<file path="src/rtl/pfb_pkg.sv">
// pfb_pkg: constants for the peripheral interrupt flag bank
// assumes a 32-bit classic wishbone bus with word-aligned registers
package pfb_pkg;

  // register bank geometry
  localparam int unsigned PFB_NUM_REGS = 5;
  localparam int unsigned PFB_REG_W = 8;
  localparam int unsigned PFB_FLAG_W = PFB_NUM_REGS * PFB_REG_W;
  localparam int unsigned PFB_ADR_W = 8;
  localparam int unsigned PFB_IDX_W = 6;

  // word indexes; byte address is four times the index
  localparam logic [5:0] PFB_IDX_FLAGS_ONE = 6'h00;
  localparam logic [5:0] PFB_IDX_FLAGS_FIVE = 6'h04;
  localparam logic [5:0] PFB_IDX_EN_ONE = 6'h05;
  localparam logic [5:0] PFB_IDX_EN_FIVE = 6'h09;
  localparam logic [5:0] PFB_IDX_CTRL = 6'h0a;
  localparam logic [5:0] PFB_IDX_PEND = 6'h0b;

  // control register fields
  localparam int unsigned PFB_CTRL_GATE_BIT = 0;
  localparam int unsigned PFB_CTRL_PRIO_BIT = 1;
  localparam logic [1:0] PFB_CTRL_RST = 2'h0;

  // reset value of every flag and enable register
  localparam logic [7:0] PFB_REG_RST = 8'h00;

  // implemented bits, register five down to register one
  localparam logic [39:0] PFB_IMPL_MASK = 40'h07_07_ff_ff_7f;
  // bits that follow a serial buffer level, writes have no effect
  localparam logic [39:0] PFB_RO_MASK = 40'h00_00_30_00_30;

  // flat positions of the level-driven serial flags
  localparam int unsigned PFB_SER1_RX_POS = 5;
  localparam int unsigned PFB_SER1_TX_POS = 4;
  localparam int unsigned PFB_SER2_RX_POS = 21;
  localparam int unsigned PFB_SER2_TX_POS = 20;

  // flat positions of capture/compare flags a..e
  localparam int unsigned PFB_CAPCMP_A_POS = 2;
  localparam int unsigned PFB_CAPCMP_B_POS = 8;
  localparam int unsigned PFB_CAPCMP_C_POS = 24;
  localparam int unsigned PFB_CAPCMP_D_POS = 25;
  localparam int unsigned PFB_CAPCMP_E_POS = 26;

  // other flat positions watched by checks
  localparam int unsigned PFB_CONV_DONE_POS = 6;
  localparam int unsigned PFB_SYNC1_DONE_POS = 3;
  localparam int unsigned PFB_OSC_FAIL_POS = 15;

endpackage : pfb_pkg

</file>
<file path="src/rtl/pfb_flag_bank.sv">
// pfb_flag_bank: five 8-bit peripheral interrupt request flag registers
// assumes all peripheral events and buffer levels come from logic on clk_i
// and that the register bus is a classic wishbone master on the same clock
// serial level inputs come straight from the buffer logic, no filtering
// the enable, control and pending words sit beside the flags for polling
//
// Notes on behaviour
// conversion-done flag sets, software clears it
// serial one receive flag mirrors buffer full
// serial one transmit flag mirrors buffer empty
// sync port one done flag sticky
// capture/compare a,b set on event, not PWM
// timer b period match flag sticky
// timer a overflow flag sticky
// oscillator fail flag sticky until cleared
// comparator change flags sticky until cleared
// nonvolatile write done flag sticky
// sync port one collision flag sticky
// voltage detect flag set on trip event
// timer c overflow flag sticky
// sync port two done, collision flags sticky
// serial two flags mirror buffer levels
// charge time unit flag sticky
// timer gate flags cleared only by software
// capture/compare c,d,e set, not PWM
// register five timer flags sticky
// unimplemented bits read as zero
// all flags zero after reset
// no request without gate when priority off
// flags set regardless of enable bits
// hardware set beats software clear
// writes to serial level flags ignored
//
// The implementer's own choices: the Wishbone register port and the register offsets.
`timescale 1ns/10ps

module pfb_flag_bank
  import pfb_pkg::*;
#(
  parameter int unsigned NUM_REGS = PFB_NUM_REGS
) (
  input wire logic clk_i,
  input wire logic rst_i,
  // classic wishbone slave
  input wire logic wb_cyc_i,
  input wire logic wb_stb_i,
  input wire logic wb_we_i,
  input wire logic [PFB_ADR_W-1:0] wb_adr_i,
  input wire logic [3:0] wb_sel_i,
  input wire logic [31:0] wb_dat_i,
  output logic [31:0] wb_dat_o,
  output logic wb_ack_o,
  // one-cycle event pulses, bit 8*r+b sets flag b of register r
  input wire logic [PFB_FLAG_W-1:0] evt_i,
  // capture/compare units a..e in pwm mode
  input wire logic [4:0] capcmp_pwm_i,
  // serial buffer levels
  input wire logic ser1_rx_full_i,
  input wire logic ser1_tx_empty_i,
  input wire logic ser2_rx_full_i,
  input wire logic ser2_tx_empty_i,
  // flag image and interrupt request
  output logic [PFB_FLAG_W-1:0] flags_o,
  output logic periph_irq_o
);

  // the bank layout is fixed by the masks in the package
  if (NUM_REGS != PFB_NUM_REGS) begin : g_bad_regs
    $error("pfb_flag_bank: NUM_REGS must equal PFB_NUM_REGS");
  end

  // bus decode
  // a request is taken only while no answer is pending, so a strobe
  // held through its own ack is not taken twice
  // byte lanes other than lane zero are ignored, registers are 8 bits
  logic bus_req; // valid request, not yet answered
  logic bus_wr; // write taken this cycle
  logic [PFB_IDX_W-1:0] bus_idx; // word index of the access
  logic ack_q; // answer pulse
  logic [31:0] dat_q; // read data held for the answer
  logic [31:0] rd_mux; // read data selected by index

  assign bus_req = wb_cyc_i & wb_stb_i & ~ack_q;
  assign bus_wr = bus_req & wb_we_i & wb_sel_i[0];
  assign bus_idx = wb_adr_i[PFB_ADR_W-1:2];

  // control and enable state
  // in priority mode the gate is left to the priority logic downstream
  logic [1:0] ctrl_q; // gate and priority mode
  logic [1:0] ctrl_d;
  logic ctrl_wr;
  logic periph_irq_gate; // peripheral gate enable
  logic priority_mode_on; // priority levels in use

  assign ctrl_wr = bus_wr & (bus_idx == PFB_IDX_CTRL);
  assign ctrl_d = ctrl_wr ? wb_dat_i[1:0] : ctrl_q;
  assign periph_irq_gate = ctrl_q[PFB_CTRL_GATE_BIT];
  assign priority_mode_on = ctrl_q[PFB_CTRL_PRIO_BIT];

  // flat views of the bank
  // bit 8*r+b of every vector is flag b of register r, as on evt_i
  logic [PFB_FLAG_W-1:0] flag_q; // all flags
  logic [PFB_FLAG_W-1:0] flag_d;
  logic [PFB_FLAG_W-1:0] en_q; // all enables
  logic [PFB_FLAG_W-1:0] en_d;
  logic [PFB_FLAG_W-1:0] lvl_vec; // serial buffer levels in place
  logic [PFB_FLAG_W-1:0] pwm_vec; // capture/compare in pwm mode
  logic [PFB_FLAG_W-1:0] evt_ok; // events that may set a flag
  logic [PFB_FLAG_W-1:0] pend_vec; // flags that are enabled
  logic [7:0] pend_reg; // any pending per register

  // level flags track the serial ports only
  // buffer access clearing lives in the serial ports; here the flag
  // is only a registered copy of the level, one cycle behind
  always_comb begin
    lvl_vec = '0;
    lvl_vec[PFB_SER1_RX_POS] = ser1_rx_full_i;
    lvl_vec[PFB_SER1_TX_POS] = ser1_tx_empty_i;
    lvl_vec[PFB_SER2_RX_POS] = ser2_rx_full_i;
    lvl_vec[PFB_SER2_TX_POS] = ser2_tx_empty_i;
  end

  // a unit in pwm mode never raises its flag
  // a pwm unit may still pulse its event line, so the mask is needed
  always_comb begin
    pwm_vec = '0;
    pwm_vec[PFB_CAPCMP_A_POS] = capcmp_pwm_i[0];
    pwm_vec[PFB_CAPCMP_B_POS] = capcmp_pwm_i[1];
    pwm_vec[PFB_CAPCMP_C_POS] = capcmp_pwm_i[2];
    pwm_vec[PFB_CAPCMP_D_POS] = capcmp_pwm_i[3];
    pwm_vec[PFB_CAPCMP_E_POS] = capcmp_pwm_i[4];
  end

  // events set flags whatever the enables say
  // level and unimplemented bits are masked so no event reaches them
  assign evt_ok = evt_i & ~pwm_vec & PFB_IMPL_MASK & ~PFB_RO_MASK;
  assign pend_vec = flag_q & en_q;

  // per register next values
  // a write of one to a sticky flag sets it, which lets software test
  // the request path without a live peripheral
  for (genvar r = 0; r < PFB_NUM_REGS; r++) begin : g_reg
    logic flag_wr; // software write to this flag register
    logic en_wr; // software write to this enable register
    logic [7:0] impl; // implemented bits
    logic [7:0] ro; // level-driven bits
    logic [7:0] keep; // value surviving the write

    assign flag_wr = bus_wr & (bus_idx == PFB_IDX_W'(r));
    assign en_wr = bus_wr &
      (bus_idx == PFB_IDX_W'(r) + PFB_IDX_EN_ONE);
    assign impl = PFB_IMPL_MASK[8*r +: 8];
    assign ro = PFB_RO_MASK[8*r +: 8];
    // software write ignores level bits
    assign keep = flag_wr ? wb_dat_i[7:0] : flag_q[8*r +: 8];
    // set after clear, so a same-cycle event survives
    // sticky flags hold until written to zero

    assign flag_d[8*r +: 8] = (((keep | evt_ok[8*r +: 8]) & ~ro) |
      (lvl_vec[8*r +: 8] & ro)) & impl;
    assign en_d[8*r +: 8] =
      (en_wr ? wb_dat_i[7:0] : en_q[8*r +: 8]) & impl;
    assign pend_reg[r] = |pend_vec[8*r +: 8];
  end
  assign pend_reg[7:PFB_NUM_REGS] = '0;

  // request gating: without priority levels the gate must be on
  // the request only says that something is pending, not what
  logic irq_d;
  assign irq_d = (|pend_vec) & (priority_mode_on | periph_irq_gate);

  // read mux, unmapped words read zero
  // the pending word is a summary only; writes to it are dropped
  // flag_sel may point past the bank when idx_flag is low; unused then
  logic idx_flag;
  logic idx_en;
  logic [2:0] flag_sel;
  logic [2:0] en_sel;
  assign idx_flag = bus_idx <= PFB_IDX_FLAGS_FIVE;
  assign idx_en = (bus_idx >= PFB_IDX_EN_ONE) &
    (bus_idx <= PFB_IDX_EN_FIVE);
  assign flag_sel = bus_idx[2:0];
  assign en_sel = 3'(bus_idx - PFB_IDX_EN_ONE);
  assign rd_mux =
    idx_flag ? {24'h0, flag_q[8*flag_sel +: 8]} :
    idx_en ? {24'h0, en_q[8*en_sel +: 8]} :
    (bus_idx == PFB_IDX_CTRL) ? {30'h0, ctrl_q} :
    (bus_idx == PFB_IDX_PEND) ? {24'h0, pend_reg} : 32'h0;

  // flag and enable state, all zero at reset
  // enables and control share the reset so no stale request survives
  always_ff @(posedge clk_i) begin
    if (rst_i) begin
      flag_q <= {PFB_NUM_REGS{PFB_REG_RST}};
      en_q <= {PFB_NUM_REGS{PFB_REG_RST}};
      ctrl_q <= PFB_CTRL_RST;
    end else begin
      flag_q <= flag_d;
      en_q <= en_d;
      ctrl_q <= ctrl_d;
    end
  end

  // bus answer: one wait state, ack for exactly one cycle
  // read data is zero outside the answer cycle, which keeps the bus
  // mux downstream simple at the cost of a 32-bit register
  always_ff @(posedge clk_i) begin
    if (rst_i) begin
      ack_q <= 1'b0;
      dat_q <= 32'h0;
    end else begin
      ack_q <= bus_req;
      // reads show state as of the accepting edge
      dat_q <= bus_req ? rd_mux : 32'h0;
    end
  end

  // interrupt request and flag image, both from flops
  // a registered request trades one cycle of latency for a clean output
  logic irq_q;
  always_ff @(posedge clk_i) begin
    if (rst_i) begin
      irq_q <= 1'b0;
    end else begin
      irq_q <= irq_d; // one cycle behind the flags, by design
    end
  end

  assign wb_ack_o = ack_q;
  assign wb_dat_o = dat_q;
  assign flags_o = flag_q;
  assign periph_irq_o = irq_q;

  logic [7:0] wr_flag_one; // write strobe to flag register one
  logic [7:0] wr_flag_two;
  assign wr_flag_one = {8{bus_wr & (bus_idx == 6'h00)}};
  assign wr_flag_two = {8{bus_wr & (bus_idx == 6'h01)}};

  // write strobes of the other flag registers, for the hold checks
  logic wr_flag_three;
  logic wr_flag_four;
  logic wr_flag_five;
  logic [PFB_FLAG_W-1:0] sticky_mask; // flags only software may clear
  assign wr_flag_three = bus_wr & (bus_idx == 6'h02);
  assign wr_flag_four = bus_wr & (bus_idx == 6'h03);
  assign wr_flag_five = bus_wr & (bus_idx == 6'h04);
  assign sticky_mask = PFB_IMPL_MASK & ~PFB_RO_MASK;
endmodule : pfb_flag_bank

</file>
<file path="config.mk">
export PLATFORM = sky130hd
export DESIGN_NAME = pfb_flag_bank
export DESIGN_NICKNAME = d
export VERILOG_FILES = /design/src/rtl/pfb_pkg.sv /design/src/rtl/pfb_flag_bank.sv
export SDC_FILE = /design/constraint.sdc
export NUM_CORES = 1
export LEC_CHECK = 0
export ABC_CLOCK_PERIOD_IN_PS = 4700
export BUFFER_PORTS_ARGS = -buffer_cell sky130_fd_sc_hd__buf_2
export CAP_MARGIN = 20
export CORE_ASPECT_RATIO = 1.2
export CORE_MARGIN = 3
export CORE_UTILIZATION = 51
export CTS_CLUSTER_SIZE = 10
export DETAILED_ROUTE_END_ITERATION = 8
export PLACE_DENSITY = 0.93
export SYNTH_ARGS = -nofsm -noshare
export SYNTH_HDL_FRONTEND = slang
export SYNTH_SLANG_ARGS = --single-unit
</file>
<file path="constraint.sdc">
create_clock -name clk_i -period 4.7 [get_ports clk_i]
set_input_delay 0 -clock clk_i [delete_from_list [all_inputs] [get_ports clk_i]]
set_output_delay 0 -clock clk_i [all_outputs]
set_load 0.01 [all_outputs]
</file>
* Word-level counts from Yosys, hierarchy flattened *
Index checks and enable logic that the tools add are counted.

storage, ports and cells
  register bits after elaboration = 105
  output and inout bits = 74
  word-level logic and storage cells = 77

cells by class
  $add $sub $neg = 1
  order comparisons = 3
  equality and inequality tests = 11
  shifts and indexed selects = 2
  multiplexer cells = 9
  bitwise logic cells = 30
  reductions and logical operators = 9

operators with widths
  kind                count
  $shiftx 40x7->8     2
  $and 35x40->40      1
  $mux 8              5
  $reduce_or 40->1    1
  $reduce_or 8->1     5
  $and 35x35->35      1
  $not 27->35         1
  $eq 6x3->1 const B  4
  $eq 6x4->1 const B  4
  $and 1x1->1         17
  $or 8x8->8          2
  $eq 6x2->1 const B  2
  $or 8x6->8          1
  $mux 7              1
  $or 7x6->7          1
  $or 7x7->7          1
  $eq 6x1->1 const B  1
  $ge 6x3->1 const B  1
  $le 6x3->1 const B  1
  $le 6x4->1 const B  1
  $logic_not 6->1     1
  $mux 3              2
  $or 3x3->3          2
  $mux 5              1
  other kinds (5)     6

* Logic depth before layout (Yosys ltp) *
  depth in word-level cells = 8
  mapped depth = 9

* Least setup slack after synthesis *
OpenSTA, ideal clock, no wires.

  kind = register to register
  from = register ack_q (netlist: wb_ack_o)
  to = register en_q[18]
  data arrival time = 1.689 ns
  required time = 4.572 ns
  setup slack = 2.883 ns
  cell stages (with the launch flop) = 7
  path buffers = 1
  clock period less this slack = 1.817 ns
  path through = dfxtp_1 -> nand3b_2 -> nor4_4 -> and2_1 -> buf_4 -> mux2i_1 -> nor2_1

between the ends
  word-level cells in the longest chain between the ends = 5

RTL lines
  item                      line                  source
  start: declaration        pfb_flag_bank.sv:79   logic ack_q;
  start signal: assignment  pfb_flag_bank.sv:212  ack_q <= bus_req;
  $not 1->1                 pfb_flag_bank.sv:83   assign bus_req = wb_cyc_i & wb_stb_i & ~ack_q;
  $and 1x1->1               pfb_flag_bank.sv:83
  $and 1x1->1 (2 in a row)  pfb_flag_bank.sv:84   assign bus_wr = bus_req & wb_we_i & wb_sel_i[0];
  $and 1x1->1               pfb_flag_bank.sv:150  assign en_wr = bus_wr &
  end signal: assignment    pfb_flag_bank.sv:195  en_q <= {PFB_NUM_REGS{PFB_REG_RST}};
  end signal: assignment    pfb_flag_bank.sv:199  en_q <= en_d;
  end: declaration          pfb_flag_bank.sv:104  logic [PFB_FLAG_W-1:0] en_q;

No other way between the ends.
A chain may end at the register's enable or synchronous reset.

* Worst setup path in the final report *
  from = register ack_q (netlist: wb_ack_o)
  to = register flag_q[15] (netlist: flags_o[15])

between the ends
  word-level cells in the longest chain between the ends = 7

RTL lines
  item                      line                  source
  $not 1->1                 pfb_flag_bank.sv:83
  $and 1x1->1               pfb_flag_bank.sv:83
  $and 1x1->1 (2 in a row)  pfb_flag_bank.sv:84
  $and 1x1->1               -
  $mux 8                    pfb_flag_bank.sv:155  assign keep = flag_wr ? wb_dat_i[7:0] : flag_q[8*r +: 8];
  $or 8x8->8                pfb_flag_bank.sv:159  assign flag_d[8*r +: 8] = (((keep | evt_ok[8*r +: 8]) & ~ro) |
  end signal: assignment    pfb_flag_bank.sv:194  flag_q <= {PFB_NUM_REGS{PFB_REG_RST}};
  end signal: assignment    pfb_flag_bank.sv:198  flag_q <= flag_d;
  end: declaration          pfb_flag_bank.sv:102  logic [PFB_FLAG_W-1:0] flag_q;

No other way between the ends.

==> flow_summary.toml <==
[timing]
post-route-min-period_ns = 2.30
fmax_mhz = 435
finalSetupViolCount = 0
rsz0062_at_grt = "no"
fin_skew_ns = 0.0114
finalHoldViolations = 0
fin_crit_sh_pct = 49.0
slew_violations = 0
finalWorstSetupSlack_ns = 2.40
slew_headroom_pct = 27.1
tightest_slew_ns = 1.09
setup_tns_ns = 0

[setup_path]
cp-end-kind = "register"
crit_chain = "nand3b_2, nor3_4, nand2_1, nor3_1, dlygate4sd3_1, nor3_1"
cp_data_required_time_ns = 4.91
critPathMaxFanout = 8
worst-endpoint-arrival_ns = 2.51
crit_top_cell = "nor3_1"
crit_path_start_kind = "register"
slowest_stage = "dlygate4sd3_1"
max_stage_delay_ns = 0.57
crit_type = "reg -> reg"

[logic_synthesis]
synth-edff-count = 0
mappedNetlistArea_mm2 = 0.00373
synthXorXnorAreaFrac_pct = 0.470
synthFlopType = "dfxtp_1"
synth_simple_gate_area_share_pct = 27.1
synthTopCellsByCount = "dfxtp_1 (70), nor3_1 (59), nand2_1 (50)"
yosys.cell_count.top_type = "dfxtp_1"
postSynth.asyncResetShare_pct = 0
synthMuxAreaShare_pct = 8.93
synth_top_area_share_pct = 37.6
synth_top_cell_by_area = "dfxtp_1"
synthTopCellsByArea = "dfxtp_1 (38%), mux2i_1 (8.3%), nor3_1 (7.9%), buf_4 (7.3%), nand2_1 (5.0%)"
synth_area_per_cell_um2 = 8.36
synth_top_family_by_area = "simple AND/OR/NAND/NOR gates"
synth_adder_area_share_pct = 1.34
ys_warn_count = 0
synth_compound_area_share_pct = 13.7
yosysSeqAreaShare_pct = 37.6
synth_cell_type_count = 46
synth_cells = 446
ys_seq_elements = 70

[placed_design]
hpwl_um = 7940
pre_cts_slack_ns = 2.46
gp_congestion = 0.920
io_buffers = 92

[cells_and_area]
nNetsFinal = 666
fillers = 546
postLayoutCoreUtil_pct = 66.6
seqCellArea_mm2 = 0.00140
area.growth.synth_to_final_pct = 24.7
drive_gt1_share_pct = 21.6
diodes = 0
multiInputGateArea_mm2 = 0.00205

[floorplanning]
initial_core_util_pct = 53.4
num_io_pins = 172
die_area_mm2 = 0.00837
die_h_um = 99.7
coreArea_mm2 = 0.00698
die_w_um = 84.0
row_count = 33

[global_route]
first_global_vias = 3849
grt_pass1_wl_um = 18400
grt_overflow = 0
grt_max_degree = 63
grt_use_total_pct = 27.2
antenna_found_initial = 0

[cts]
root_buffer = "clkbuf_8"
h-tree-depth = 3
cts_tree = "built"
clk_pin_slew_ns = 0.08
clk_latency_ns = 0.36
cts.sinks = 70
cts_buffers = 9
clockBufferDepth = 2
cts_resized = 0

[detailed_routing]
wl_um = 11600
vias = 3920
drc_errors = 0
ant_nets = 0
drt_pass1_iterations = 5
drt-initial-drc-count = 457
wl_per_cell_um = 17.6
viasPerCell = 5.98

[power_and_ir_drop]
power.internal_w = 0.000941
p_seq_share_pct = 48.0
p_clk_share_pct = 37.6
power_leakage_nw = 1.93
peakVddDrop_mv = 0.187
power_frac_comb_pct = 14.4
swShare_pct = 28.8
p_switching_w = 0.000381
power_density_mw_per_mm2 = 285

[worst_hold_path]
hold_class = "in -> reg"

[status]
status = "finished, final reports clean"

[run]
max_cap_violations = 0
[registers in the layout, indices dropped and copies added, names as in the netlist]
register      flops
en_q             29
wb_dat_o          8
ctrl_q            2
periph_irq_o      1
wb_ack_o          1
flags_o          29
[layout make-up]
cell class | count | share of cell area [%]
clock inverter | 6 | 1.51
timing repair buffer | 133 | 18.7
inverter | 5 | 0.404
multi-input combinational | 345 | 44.2
sequential | 70 | 30.2
clock buffer | 10 | 2.75
tap | 87 | 2.34
[power groups by stage]
stage | Clock (W) | Sequential [W] | Combinational, W
floorplan | 0 | 0.000647 | 0.000114
global placement | 0 | 0.000645 | 0.000156
detailed placement | 0 | 0.000647 | 0.000160
CTS | 0.000494 | 0.000633 | 0.000184
global route | 0.000519 | 0.000635 | 0.000207
finish | 0.000497 | 0.000634 | 0.000191
[cell usage in the layout (no fill, tap or decap), types with 3 or more instances in the layout]
cell type / netlist / routed
nor2_1: 26 / 26
a31oi_1: 6 / 6
a222oi_1: 3 / 3
and3_1: 3 / 3
dfxtp_1: 70 / 70
a21oi_1: 30 / 30
a211oi_1: 3 / 3
clkbuf_8: 0 / 9
and2_1: 3 / 3
conb_1: 1 / 35
nand2_1: 50 / 50
nor2b_1: 8 / 8
clkinvlp_4: 0 / 3
a22oi_1: 15 / 15
ha_1: 4 / 4
nor3_1: 59 / 59
nand2b_1: 7 / 7
dlygate4sd3_1: 0 / 40
mux2i_1: 31 / 31
buf_2: 6 / 92
inv_1: 5 / 5
o21ai_0: 10 / 10
nand3_1: 23 / 23
[final timing paths]
| check | to | startpoint | cells after the start | slack [ns] |
|---|---|---|---|---|
| worst max-delay path | flags_o[15] | wb_ack_o | 6 | 2.40 |
| worst min-delay path | en_q[10] | wb_dat_i[2] | 3 | 0.02 |
| worst max register to register | flags_o[15] | wb_ack_o | 6 | 2.40 |
| worst min register to register | en_q[2] | en_q[2] | 2 | 0.48 |
[through the flow]
stage                     hold WS [ns]  total power, W  cell area, µm²  cells
after CTS                       0.0103         0.00131            4640    655
final                           0.0225         0.00132            4650    656
after detailed placement         0.213        0.000807            4050    600
after global routing            0.0297         0.00136            4650    656
after floorplan                  0.128        0.000761            3850    480
after global placement           0.209        0.000802            4050    600
[cell families after synthesis]
group / count (synthesis)
and+or+nand+nor: 194
AOI/OAI and AO/OA: 78
DFF: 70
buffers and inverters: 65
muxes: 32
adders and majority gates: 4
xor gates and xnor gates: 2
other: 1
[worst max-delay path, delay by kind of cell (launching register included)]
kind                   cells  cell delay [ns]
and+or+nand+nor            5             1.28
DFF                        1             0.31
buffers and inverters      1             0.57
[layer usage]
metal  routed length [µm]  part of all wire (%)  global-route usage, %
met4                  365                   3.2                   14.1
met2                 5680                    49                   46.6
met5                    0                     0                      0
met1                 4330                    37                   31.8
met3                 1190                    10                   5.63
[what timing repair did]
action | in CTS | in global routing
hold endpoints to repair | 41 | 1
hold buffers | 39 | 1
setup buffers | 0 | 0
(Power assumes the default switching activity.)
